### config.mk
export PLATFORM = sky130hd
export DESIGN_NAME = xcbt_chain
export DESIGN_NICKNAME = d
export VERILOG_FILES = /design/src/rtl/xcbt_pkg.sv /design/src/rtl/xcbt_chain.sv
export VERILOG_INCLUDE_DIRS = /design/src /design/src/rtl
export SDC_FILE = /design/constraint.sdc
export NUM_CORES = 1
export LEC_CHECK = 0
export BUFFER_PORTS_ARGS = -buffer_cell sky130_fd_sc_hd__buf_2
export CAP_MARGIN = 20
export CORE_AREA = 2 2 119 121
export DETAILED_ROUTE_END_ITERATION = 8
export DIE_AREA = 0 0 121 123
export PLACE_DENSITY = 0.5
export SLEW_MARGIN = 10
export SYNTH_ARGS = -nofsm -noshare
export SYNTH_HDL_FRONTEND = slang
export SYNTH_SLANG_ARGS = --single-unit
export TNS_END_PERCENT = 20
### constraint.sdc
create_clock -name clk -period 5.2 [get_ports clk]
set_clock_uncertainty 0.1 [all_clocks]
set_input_delay 1.56 -clock clk [delete_from_list [all_inputs] [get_ports clk]]
set_output_delay 1.56 -clock clk [all_outputs]
set_load 0.02 [all_outputs]
### src/rtl/xcbt_map.svh
// constants for the board-test chain: reset values and default sizes
`ifndef XCBT_MAP_SVH
`define XCBT_MAP_SVH

// mode after a core-supply power-on reset
`define XCBT_MODE_RST 1'b0
// previous host reset level after power-on; high so no false edge is seen
`define XCBT_HRST_PREV_RST 1'b1
// number of general chain balls besides lad0, lframe_n and the test pin
`define XCBT_NUM_BALLS 48

`endif

### src/rtl/xcbt_pkg.sv
// types shared by the board-test chain logic
package xcbt_pkg;

    typedef enum logic [0:0] {
        XCBT_NORMAL = 1'b0,
        XCBT_TEST   = 1'b1
    } xcbt_mode_t;

endpackage

### src/rtl/xcbt_chain.sv
// board-level connectivity chain: mode control, pad steering and chain output
`timescale 1ns/100ps
`include "xcbt_map.svh"

module xcbt_chain
    import xcbt_pkg::*;
#(
    parameter int NUM_BALLS = `XCBT_NUM_BALLS
) (
    input  wire logic                 clk,
    input  wire logic                 srst,
    input  wire logic                 host_reset_n,
    input  wire logic                 lad0_in,
    input  wire logic                 lframe_n_in,
    input  wire logic                 test_pin_in,
    input  wire logic [NUM_BALLS-1:0] ball_in,
    input  wire logic                 core_lad0_out,
    input  wire logic                 core_lad0_oe,
    input  wire logic [NUM_BALLS-1:0] core_ball_out,
    input  wire logic [NUM_BALLS-1:0] core_ball_oe,
    input  wire logic                 core_wake_event,
    input  wire logic                 core_wake_oe,
    output logic                      lad0_out,
    output logic                      lad0_oe,
    output logic [NUM_BALLS-1:0]      ball_out,
    output logic [NUM_BALLS-1:0]      ball_oe,
    output logic [NUM_BALLS-1:0]      core_ball_in,
    output logic                      core_lad0_in,
    output logic                      core_lframe_n_in,
    output logic                      wake_event_out,
    output logic                      wake_event_oe,
    output logic                      test_mode
);

    localparam int CHAIN_W = NUM_BALLS + 3;

    // cascade of two-input xnor gates, first input feeds the first gate directly
    function automatic logic xnor_chain(input logic [CHAIN_W-1:0] v);
        logic acc;
        acc = v[0];
        for (int i = 1; i < CHAIN_W; i++) begin
            acc = ~(acc ^ v[i]);
        end
        return acc;
    endfunction

    xcbt_mode_t              mode_reg;
    xcbt_mode_t              mode_next;
    logic                    hrst_prev_reg;
    logic                    hrst_prev_next;
    logic                    hrst_rise;
    logic                    select_test;
    logic [CHAIN_W-1:0]      chain_vec;
    logic                    chain_out;
    logic                    in_test;

    // edge detect: pins are synchronous, so one stored level suffices
    assign hrst_rise   = host_reset_n & ~hrst_prev_reg;
    assign select_test = ~lad0_in & ~lframe_n_in;

    always_comb begin
        hrst_prev_next = host_reset_n;
        mode_next      = mode_reg;
        // mode chosen by the lpc pins at the host reset rise
        if (hrst_rise) begin
            mode_next = select_test ? XCBT_TEST : XCBT_NORMAL;
        end
    end

    always_ff @(posedge clk) begin
        if (srst) begin
            mode_reg      <= xcbt_mode_t'(`XCBT_MODE_RST);
            hrst_prev_reg <= `XCBT_HRST_PREV_RST;
        end else begin
            mode_reg      <= mode_next;
            hrst_prev_reg <= hrst_prev_next;
        end
    end

    assign in_test   = (mode_reg == XCBT_TEST);
    assign test_mode = in_test;

    // chain members: test pin, lpc pins and every general ball
    assign chain_vec = {test_pin_in, lframe_n_in, lad0_in, ball_in};
    // purely combinational so a toggle shows without waiting for a clock
    assign chain_out = xnor_chain(chain_vec);

    always_comb begin
        lad0_out         = core_lad0_out;
        lad0_oe          = core_lad0_oe;
        ball_out         = core_ball_out;
        ball_oe          = core_ball_oe;
        core_ball_in     = ball_in;
        core_lad0_in     = lad0_in;
        core_lframe_n_in = lframe_n_in;
        // normal mode returns the wake pin to the core
        wake_event_out   = core_wake_event;
        wake_event_oe    = core_wake_oe;
        // detach functions, release every pad except the chain output
        if (in_test) begin
            lad0_out         = 1'b0;
            lad0_oe          = 1'b0;
            ball_out         = '0;
            ball_oe          = '0;
            // core sees idle levels so it does not react to tester patterns
            core_ball_in     = '0;
            core_lad0_in     = 1'b1;
            core_lframe_n_in = 1'b1;
            // wake pin driven with the chain result
            wake_event_out   = chain_out;
            wake_event_oe    = 1'b1;
        end
    end

    property p_single_toggle;
        @(posedge clk) disable iff (srst)
        (in_test && $past(in_test) && $countones(chain_vec ^ $past(chain_vec)) == 1)
            |-> (wake_event_out != $past(wake_event_out));
    endproperty
    a_single_toggle: assert property (p_single_toggle)
        else $error("chain output did not follow a single input toggle");

    property p_detach;
        @(posedge clk) disable iff (srst)
        in_test |-> (ball_oe == '0 && !lad0_oe && core_ball_in == '0);
    endproperty
    a_detach: assert property (p_detach)
        else $error("a pad is still driven by the core in test mode");

    property p_wake_drives;
        @(posedge clk) disable iff (srst)
        in_test |-> (wake_event_oe && wake_event_out == xnor_chain(chain_vec));
    endproperty
    a_wake_drives: assert property (p_wake_drives)
        else $error("wake pin is not driving the chain result");

    property p_test_pin;
        @(posedge clk) disable iff (srst)
        (in_test && $past(in_test) && $changed(test_pin_in)
            && $stable(chain_vec[CHAIN_W-2:0]))
            |-> $changed(wake_event_out);
    endproperty
    a_test_pin: assert property (p_test_pin)
        else $error("test pin toggle did not reach the chain output");

    property p_enter;
        @(posedge clk) disable iff (srst)
        (hrst_rise && !lad0_in && !lframe_n_in) |=> in_test;
    endproperty
    a_enter: assert property (p_enter)
        else $error("test mode not entered at host reset rise");

    property p_lpc_member;
        @(posedge clk) disable iff (srst)
        (in_test && $past(in_test) && ($changed(lad0_in) ^ $changed(lframe_n_in))
            && $stable(ball_in) && $stable(test_pin_in))
            |-> $changed(wake_event_out);
    endproperty
    a_lpc_member: assert property (p_lpc_member)
        else $error("lpc pin toggle did not reach the chain output");

    property p_exit;
        @(posedge clk) disable iff (srst)
        (hrst_rise && (lad0_in || lframe_n_in)) |=> !in_test;
    endproperty
    a_exit: assert property (p_exit)
        else $error("test mode not left at host reset rise");

    property p_por;
        @(posedge clk)
        srst |=> (!in_test && !test_mode);
    endproperty
    a_por: assert property (p_por)
        else $error("power-on reset did not leave test mode");

    // the first cycle after leaving test mode hands the pin back to the core, so it may move
    property p_after_exit;
        @(posedge clk) disable iff (srst)
        (!in_test && !$past(in_test) && $stable(core_wake_event) && $stable(core_wake_oe))
            |-> ($stable(wake_event_out) && wake_event_oe == core_wake_oe);
    endproperty
    a_after_exit: assert property (p_after_exit)
        else $error("wake pin moved with chain inputs outside test mode");

    property p_hold;
        @(posedge clk) disable iff (srst)
        !hrst_rise |=> (mode_reg == $past(mode_reg));
    endproperty
    a_hold: assert property (p_hold)
        else $error("mode changed without a host reset rise");

    property p_cov_enter;
        @(posedge clk) disable iff (srst)
        !in_test ##1 in_test;
    endproperty
    c_cov_enter: cover property (p_cov_enter);

    property p_cov_toggle;
        @(posedge clk) disable iff (srst)
        in_test ##1 (in_test && $changed(wake_event_out));
    endproperty
    c_cov_toggle: cover property (p_cov_toggle);

    property p_cov_exit;
        @(posedge clk) disable iff (srst)
        in_test ##1 !in_test;
    endproperty
    c_cov_exit: cover property (p_cov_exit);

endmodule // xcbt_chain

### Word-level counts from Yosys, hierarchy flattened

Index checks and enable logic that the tools add are counted.

* bitwise operators: 105
* mux-type cells: 10

Operator list (count)
* 48-bit two-way mux: 3
* 1-bit inverter: 53
* 1-bit bitwise XOR: 50
* 1-bit two-way mux: 7
* 1-bit bitwise AND: 2

* word-level logic and storage cells: 117
* input bits: 154
* register bits after elaboration: 2
* output and inout port bits: 151

### Logic depth before layout (Yosys ltp)

Gate-level depths: netlist of run 1.

* depth after elaboration: 101
* gate-level depth with buffers: 6

### Worst setup path after synthesis of run 1

OpenSTA, ideal clock, no wires.

* kind: in2out
* from: input port ball_in[40]
* to: output port wake_event_out
* data required time: 3540 ps
* path slack: 511 ps
* cell stages on the path: 6
* arrival time: 3029 ps
* path buffers: 0
* cell sequence: xnor2_1 > xnor2_1 > xnor2_1 > xnor3_1 > xnor3_1 > mux2_4

* word-level cells in the longest chain between the ends: 23

Ends and longest elaborated chain
* start: declaration: line xcbt_chain.sv:16 `input wire logic [NUM_BALLS-1:0] ball_in,`
* 1-bit bitwise XOR: line xcbt_chain.sv:42 `acc = ~(acc ^ v[i]);`
* 1-bit inverter: line xcbt_chain.sv:42
* 1-bit bitwise XOR: line xcbt_chain.sv:42
* 1-bit inverter: line xcbt_chain.sv:42
* 1-bit bitwise XOR: line xcbt_chain.sv:42
* 1-bit inverter: line xcbt_chain.sv:42
* 1-bit bitwise XOR: line xcbt_chain.sv:42
* 1-bit inverter: line xcbt_chain.sv:42
* [... 7 more ...]
* 1-bit inverter: line xcbt_chain.sv:42
* 1-bit bitwise XOR: line xcbt_chain.sv:42
* 1-bit inverter: line xcbt_chain.sv:42
* 1-bit bitwise XOR: line xcbt_chain.sv:42
* 1-bit inverter: line xcbt_chain.sv:42
* 1-bit bitwise XOR: line xcbt_chain.sv:42
* 1-bit inverter: line xcbt_chain.sv:42
* 1-bit two-way mux: line xcbt_chain.sv:100 `if (in_test) begin`
* end: declaration: line xcbt_chain.sv:30 `output logic wake_event_out,`

No other way between the ends.

### Final worst setup path of run 1

* from: input port ball_in[24]
* to: output port wake_event_out

* word-level cells in the longest chain between the ends: 55

Ends and longest elaborated chain (line)
* 1-bit bitwise XOR: xcbt_chain.sv:42
* 1-bit inverter: xcbt_chain.sv:42
* 1-bit bitwise XOR: xcbt_chain.sv:42
* 1-bit inverter: xcbt_chain.sv:42
* 1-bit bitwise XOR: xcbt_chain.sv:42
* 1-bit inverter: xcbt_chain.sv:42
* 1-bit bitwise XOR: xcbt_chain.sv:42
* 1-bit inverter: xcbt_chain.sv:42
* [... 39 more ...]
* 1-bit inverter: xcbt_chain.sv:42
* 1-bit bitwise XOR: xcbt_chain.sv:42
* 1-bit inverter: xcbt_chain.sv:42
* 1-bit bitwise XOR: xcbt_chain.sv:42
* 1-bit inverter: xcbt_chain.sv:42
* 1-bit bitwise XOR: xcbt_chain.sv:42
* 1-bit inverter: xcbt_chain.sv:42
* 1-bit two-way mux: xcbt_chain.sv:100

No other way between the ends.

==> results.cfg, run 1 <==
[global_routing]
grt_util_all_layers_pct = 10.39
grt_pass1_wl_microns = 12010
globalRouteOverflowTotal = 0
grt_pass1_vias = 2305
antenna_found_initial = 2
grt_start_max_net_pins = 55

[cells_and_area]
ff_latch_area_sq_um = 43.79
nNetsFinal = 671
fillerInstances = 1539
drive_gt1_share_pct = 61.24
syn2layout_area_growth_pct = 117.7
antenna_cells = 0
multi_input_comb_area_sq_um = 1419
final_cell_mix = buf_2, nor2b_1, xnor2_1
final_common_cell = buf_2

[clocking]
numCtsBuffers = 3
htreeDepth = 1
ctsHoldBuffers = 0
root_buffer = clkbuf_16
post_cts_resized = 0
clk_path_buf_depth = 2
insertion_delay_ns = 0.22
tritoncts = done
cts_setup_buffers = 0
clock_sinks = 2
clkTransAtPathRegs_ns = 0.03

[timing]
final-hold-violation-count = 0
setup_viol = 0
period_needed_ns = 5.073
whs_ns = 0.4074
final-max-slew-violation-count = 0
rsz0062_at_grt = false
fin_crit_sh_pct = 97.56
worst_slew_pin_slew_ns = 0.5173
fin_setup_tns_ns = 0
fmax_mhz = 197.1
slew_headroom_pct = 65.51

[floorplan]
fp-row-count = 43
die_h_microns = 123
die_x_microns = 121
core_region_area_sq_um = 13610
boundaryPins = 305
die-area_sq_um = 14880
start_util_pct = 11.19

[critical_path]
worst_setup_path_start_kind = input port
cp_data_required_time_ns = 3.54
cp-end-kind = output pin
setup.worst_path.class = input port to output pin
worstPathMaxFanout = 2
arrival_ns = 3.41

[synthesis]
synth_seq_cells = 2
postSynthCellCount = 221
syn_avg_cell_area_sq_um = 6.890
syn_area_sq_um = 1523
synth_nets = 375
yosysWarnings = 0
yosys.cell_types.count = 12
ys_seq_area_share_pct = 2.629

[drt]
avgRoutedWirePerCell_microns = 12.83
dr.pass1.iters = 3
vias_per_cell = 3.503
initialDrtViolationCount = 31
vias = 2438
route.detailed.drc = 0
routed_wirelength_microns = 8932
ant_nets = 0

[power_and_ir_drop]
leakage_nw = 1.846
ir_worst_vdd_v = 0.00007480
power.density_nw_per_um2 = 168.7

[run_status]
status = finished clean

[run]
maxCapViolations = 0

[min_path]
hold_path.class = flip-flop to flip-flop

[place]
io_buffers = 304
gp_congestion = 0.7585
dp_hpwl_microns = 7925
[layout make-up]
class | count | share of cell area (%)
clock buffers | 4 | 2.378
flip-flops and latches | 2 | 1.321
multi-input cells | 202 | 42.81
inverters | 1 | 0.1133
repair buffers | 307 | 46.58
well taps | 180 | 6.795
[where the power goes]
| part | internal, mW | switching, mW |
|---|---|---|
| clock | 0.101 | 0.0175 |
| combinational | 0.212 | 0.211 |
| sequential | 0.0157 | 0.00226 |
[synthesized netlist by cell type]
cell / n / area [sq um]
o21ai_0: 1 / 5.000
xnor3_1: 2 / 45.04
dfxtp_1: 2 / 40.04
nor2b_1: 146 / 913.4
or4_1: 1 / 7.510
a21oi_1: 1 / 5.000
mux2_4: 1 / 15.01
clkbuf_1: 16 / 60.06
or2_2: 4 / 25.02
xnor2_1: 40 / 350.3
xor2_1: 6 / 52.55
inv_1: 1 / 3.750
[kinds of logic after synthesis]
logic type / count (synthesis) / share of synthesized area, %
and+or+nand+nor: 151 / 62.12
xor gates and xnor gates: 48 / 29.42
buffers and inverters: 17 / 4.191
AOI/OAI and AO/OA: 2 / 0.6567
DFF: 2 / 2.630
muxes: 1 / 0.9857
[routing by layer]
layer  up-vias  global-route usage, %  wire length, microns
li1       1246                      -                     -
met5         -                      0                    13
met4         2                  1.090                    33
met3         6                  4.705                  1304
met2       175                  21.10                  4679
met1      1009                  9.736                  2901
[critical path, stage by stage]
cell and delay [ns]:
buf_2 0.11, xor2_1 0.16, xnor2_1 0.27, xnor2_1 0.18
xnor3_1 0.36, xnor3_1 0.36, mux2_4 0.26, buf_2 0.16
[metrics by stage]
| step | cells | total power [mW] | setup slack (ns) | instance area, sq um | utilization (%) |
|---|---|---|---|---|---|
| after floorplan | 221 | 0.2887 | 0.5110 | 1523 | - |
| final | 696 | 0.5592 | 0.1270 | 3314 | 24.35 |
| after global placement | 692 | 0.4472 | 0.1136 | 3236 | 23.77 |
| after CTS | 696 | 0.5687 | 0.09225 | 3314 | 24.35 |
| after global routing | 696 | 0.5976 | 0.04062 | 3314 | 24.35 |
| after detailed placement | 692 | 0.4471 | 0.09600 | 3236 | 23.77 |
[path summary, 6_finish.rpt]
path,slack (ns),cells past startpoint,startpoint,to
worst max register to register,4.05,2,test_mode,test_mode
worst max-delay path,0.13,8,ball_in[24],wake_event_out
worst min-delay path,0.41,2,hrst_prev_reg,test_mode
worst min register to register,0.41,2,hrst_prev_reg,test_mode
Power figures use the tool's default switching activity.
==> inputs of run 2 (changes only) <==
- PLACE_DENSITY: 0.5 -> unset
- PLACE_DENSITY_LB_ADDON: unset -> 0.1
==> results.cfg, run 2 (synthesized netlist as in run 1, its figures left out) <==
[power_and_ir_drop]
p_int_mw = 0.3276
p_sw_mw = 0.2247
pwr-share-clk_pct = 21.5
leakage_nw = 1.841
power_frac_comb_pct = 74.9
power_frac_seq_pct = 3.6
ir_worst_vdd_v = 0.00006892
power.density_nw_per_um2 = 167.0
switching_share_pct = 40.69

[timing]
final-hold-violation-count = 0
fmax_mhz = 198.8
fin_setup_tns_ns = 0
rsz0062_at_grt = false
fin_crit_sh_pct = 96.73
final-max-slew-violation-count = 0
slew_headroom_pct = 34.84
whs_ns = 0.4098
setup_viol = 0
period_needed_ns = 5.030
worst_slew_pin_slew_ns = 0.9773

[global_routing]
grt_pass1_wl_microns = 10630
grt_pass1_vias = 2143
grt_util_all_layers_pct = 8.947
globalRouteOverflowTotal = 0
grt_start_max_net_pins = 100
antenna_found_initial = 1

[place]
io_buffers = 304
gp_congestion = 0.6666
dp_hpwl_microns = 6865
placedCellCount = 691

[clocking]
clock_sinks = 2
htreeDepth = 1
cts_setup_buffers = 0
tritoncts = done
post_cts_resized = 0
numCtsBuffers = 3
clkTransAtPathRegs_ns = 0.03
insertion_delay_ns = 0.22
root_buffer = clkbuf_16
ctsHoldBuffers = 0
clk_path_buf_depth = 2

[drt]
routed_wirelength_microns = 7799
vias = 2449
dr.pass1.iters = 2
route.detailed.drc = 0
vias_per_cell = 3.524
ant_nets = 0
avgRoutedWirePerCell_microns = 11.22
initialDrtViolationCount = 32

[floorplan]
fp-row-count = 43
core_region_area_sq_um = 13610
die_h_microns = 123
start_util_pct = 11.19
die-area_sq_um = 14880
boundaryPins = 305
die_x_microns = 121

[critical_path]
cp-end-kind = output pin
worstRegToRegCells = 2
worstPathMaxFanout = 2
timing.rr.start = test_mode
arrival_ns = 3.37
r2r-end = test_mode
worst_setup_path_start_kind = input port
cp_data_required_time_ns = 3.54
reg2reg_slack_ns = 3.69
setup.worst_path.class = input port to output pin

[run_status]
status = finished clean

[cells_and_area]
final_cell_count_no_fill = 695
nNetsFinal = 670
antenna_cells = 0
syn2layout_area_growth_pct = 117.2
drive_gt1_share_pct = 61.17
final_common_cell = buf_2
final_cell_mix = buf_2, nor2b_1, xnor2_1

[min_path]
hold_path_depth = 2
hold_end = test_mode
hold_path.class = flip-flop to flip-flop
hold_start = hrst_prev_reg

[run]
maxCapViolations = 0
[run 2: cell count changes in the layout (fill, tap and decap cells not counted), sizes merged]
cell,delta
buf,-1
[run 2: critical path: stages]
cell     delay, ns
buf_2         0.11
xnor2_1       0.19
xnor2_1       0.18
xnor2_1       0.15
xnor3_1       0.40
xnor3_1       0.36
mux2_4        0.26
buf_2         0.16
[run 2: worst max path at each step]
stage / from / end / cells past startpoint
2_1_floorplan: ball_in[40] / wake_event_out / 6
3_3_place_gp: ball_in[38] / wake_event_out / 8
3_5_place_dp: ball_in[37] / wake_event_out / 8
4_1_cts: ball_in[37] / wake_event_out / 8
5_1_grt: ball_in[38] / wake_event_out / 8
6_report: ball_in[38] / wake_event_out / 8
[run 2: power groups by stage]
stage	clock [mW]	sequential, mW	combinational (mW)
after floorplan	0	0.0168	0.272
after global placement	0	0.0202	0.422
after detailed placement	0	0.0204	0.421
after CTS	0.121	0.0202	0.422
after global routing	0.124	0.0206	0.450
final	0.119	0.0199	0.414
[run 2: cell type report]
type,instances,area [sq um]
inverters,1,3.754
multi-input cells,202,1419
well taps,180,225.2
fillers,1516,10300
clock buffers,4,78.83
flip-flops and latches,2,43.79
repair buffers,306,1536
[run 2: stage by stage]
step | util (%) | setup slack [ns] | total power [mW] | instance area [sq um]
2_1_floorplan | - | 0.5110 | 0.2887 | 1523
3_3_place_gp | 23.72 | 0.1730 | 0.4425 | 3228
3_5_place_dp | 23.72 | 0.1432 | 0.4410 | 3228
4_1_cts | 24.29 | 0.1333 | 0.5634 | 3307
5_1_grt | 24.29 | 0.06760 | 0.5939 | 3307
6_report | 24.29 | 0.1701 | 0.5523 | 3307
[run 2: per-layer routing]
metal	global-route usage, %	vias up	wire length, microns
li1	-	1244	-
met1	9.354	1041	2658
met2	17.80	160	4240
met3	2.537	4	861
met4	1.526	0	38
met5	0	-	0
==> inputs of run 3 (changes only) <==
- CTS_BUF_LIST: unset -> sky130_fd_sc_hd__clkbuf_2 sky130_fd_sc_hd__clkbuf_4 sky130_fd_sc_hd__clkbuf_8
==> results.cfg, run 3 (synthesized netlist as in run 1, its figures left out) <==
[run_status]
status = finished clean

[cells_and_area]
final_cell_mix = buf_2, nor2b_1, xnor2_1
final_cell_count_no_fill = 695
antenna_cells = 0
nNetsFinal = 670
final_util_pct = 24.07
design_area_sq_um = 3277
syn2layout_area_growth_pct = 115.2
ff_latch_area_sq_um = 43.79
fillerInstances = 1520
drive_gt1_share_pct = 61.36
multi_input_comb_area_sq_um = 1419
final_common_cell = buf_2

[timing]
period_needed_ns = 5.030
slew_headroom_pct = 34.90
rsz0062_at_grt = false
worst_slew_pin_slew_ns = 0.9765
final-hold-violation-count = 0
fin_crit_sh_pct = 96.73
final-max-slew-violation-count = 0
setup_slack_ns = 0.1701
fin_setup_tns_ns = 0
whs_ns = 0.4040
fmax_mhz = 198.8
setup_viol = 0

[clocking]
ctsHoldBuffers = 0
cts_setup_buffers = 0
clkTransAtPathRegs_ns = 0.03
htreeDepth = 1
numCtsBuffers = 3
clock_sinks = 2
clk_path_buf_depth = 2
tritoncts = done
post_cts_resized = 0
root_buffer = clkbuf_8
insertion_delay_ns = 0.21

[min_path]
hold_path_depth = 2
hold_path.class = flip-flop to flip-flop

[drt]
vias = 2449
routed_wirelength_microns = 7779
ant_nets = 0
initialDrtViolationCount = 30
vias_per_cell = 3.524
avgRoutedWirePerCell_microns = 11.19
route.detailed.drc = 0
dr.pass1.iters = 2

[critical_path]
cpMostUsedCell = xnor2_1
cp-end-kind = output pin
crit_path_start = ball_in[38]
worst_path_max_delay_cell = xnor3_1
worst_setup_path_start_kind = input port
critPathMaxStageDelay_ns = 0.40
worstRegToRegCells = 2
reg2reg_slack_ns = 3.69
cp_top_family = XOR/XNOR gates
worstSetupPathDepth = 8
worstPathMaxFanout = 2
endpoint = wake_event_out
critPathBufInv = 2
cp_data_required_time_ns = 3.54
timing.rr.start = test_mode
arrival_ns = 3.37
r2r-end = test_mode
setup.worst_path.class = input port to output pin
critical_path.cell_chain = buf_2 -> xnor2_1 -> xnor2_1 -> xnor2_1 -> xnor3_1 -> xnor3_1 -> mux2_4 -> buf_2

[floorplan]
die_h_microns = 123
fp-row-count = 43
core_region_area_sq_um = 13610
start_util_pct = 11.19
die-area_sq_um = 14880
die_x_microns = 121
boundaryPins = 305

[global_routing]
grt_start_max_net_pins = 100
antenna_found_initial = 1
grt_pass1_vias = 2141
grt_util_all_layers_pct = 8.877
globalRouteOverflowTotal = 0
grt_pass1_wl_microns = 10600

[place]
dp_hpwl_microns = 6865
io_buffers = 304
place_ws_ns = 0.1432
gp_congestion = 0.6666
place_area_sq_um = 3228
placedCellCount = 691

[power_and_ir_drop]
ir_worst_vdd_v = 0.00005713
power.density_nw_per_um2 = 153.6
leakage_nw = 1.829
power_mw = 0.5033

[run]
maxCapViolations = 0
run 3: cell counts in the layout (fill, tap and decap cells not counted):
No cell type changed its count.
run 3: worst min path at each step:
| stage | startpoint | to | slack [ns] |
|---|---|---|---|
| after CTS | hrst_prev_reg | test_mode | 0.41 |
| after floorplan | hrst_prev_reg | test_mode | 0.39 |
| after global placement | hrst_prev_reg | test_mode | 0.41 |
| final | hrst_prev_reg | test_mode | 0.40 |
| after global routing | hrst_prev_reg | test_mode | 0.43 |
| after detailed placement | hrst_prev_reg | test_mode | 0.42 |
run 3: cell type report:
type	count	area share, %
inverters	1	0.1145
well taps	180	6.873
repair buffers	306	46.89
flip-flops and latches	2	1.336
clock buffers	4	1.489
multi-input cells	202	43.30
run 3: worst reg2reg max path: stages, from the launching register on:
cell	delay, ns
dfxtp_4	0.94
o21ai_0	0.21
a21oi_1	0.18
run 3: per-layer routing:
metal / GRT usage, % / vias to the layer above / part of all wire, %
met3: 2.537 / 6 / 11
met1: 9.321 / 1039 / 34
li1: - / 1244 / -
met4: 1.090 / 0 / 0.49
met5: 0 / - / 0
met2: 17.80 / 160 / 54
run 3: power by group:
part	switching (mW)	leakage [nW]	internal [mW]
clock network	0.0127	0.0262	0.0572
registers	0.00427	0.0172	0.0157
logic	0.202	1.79	0.211
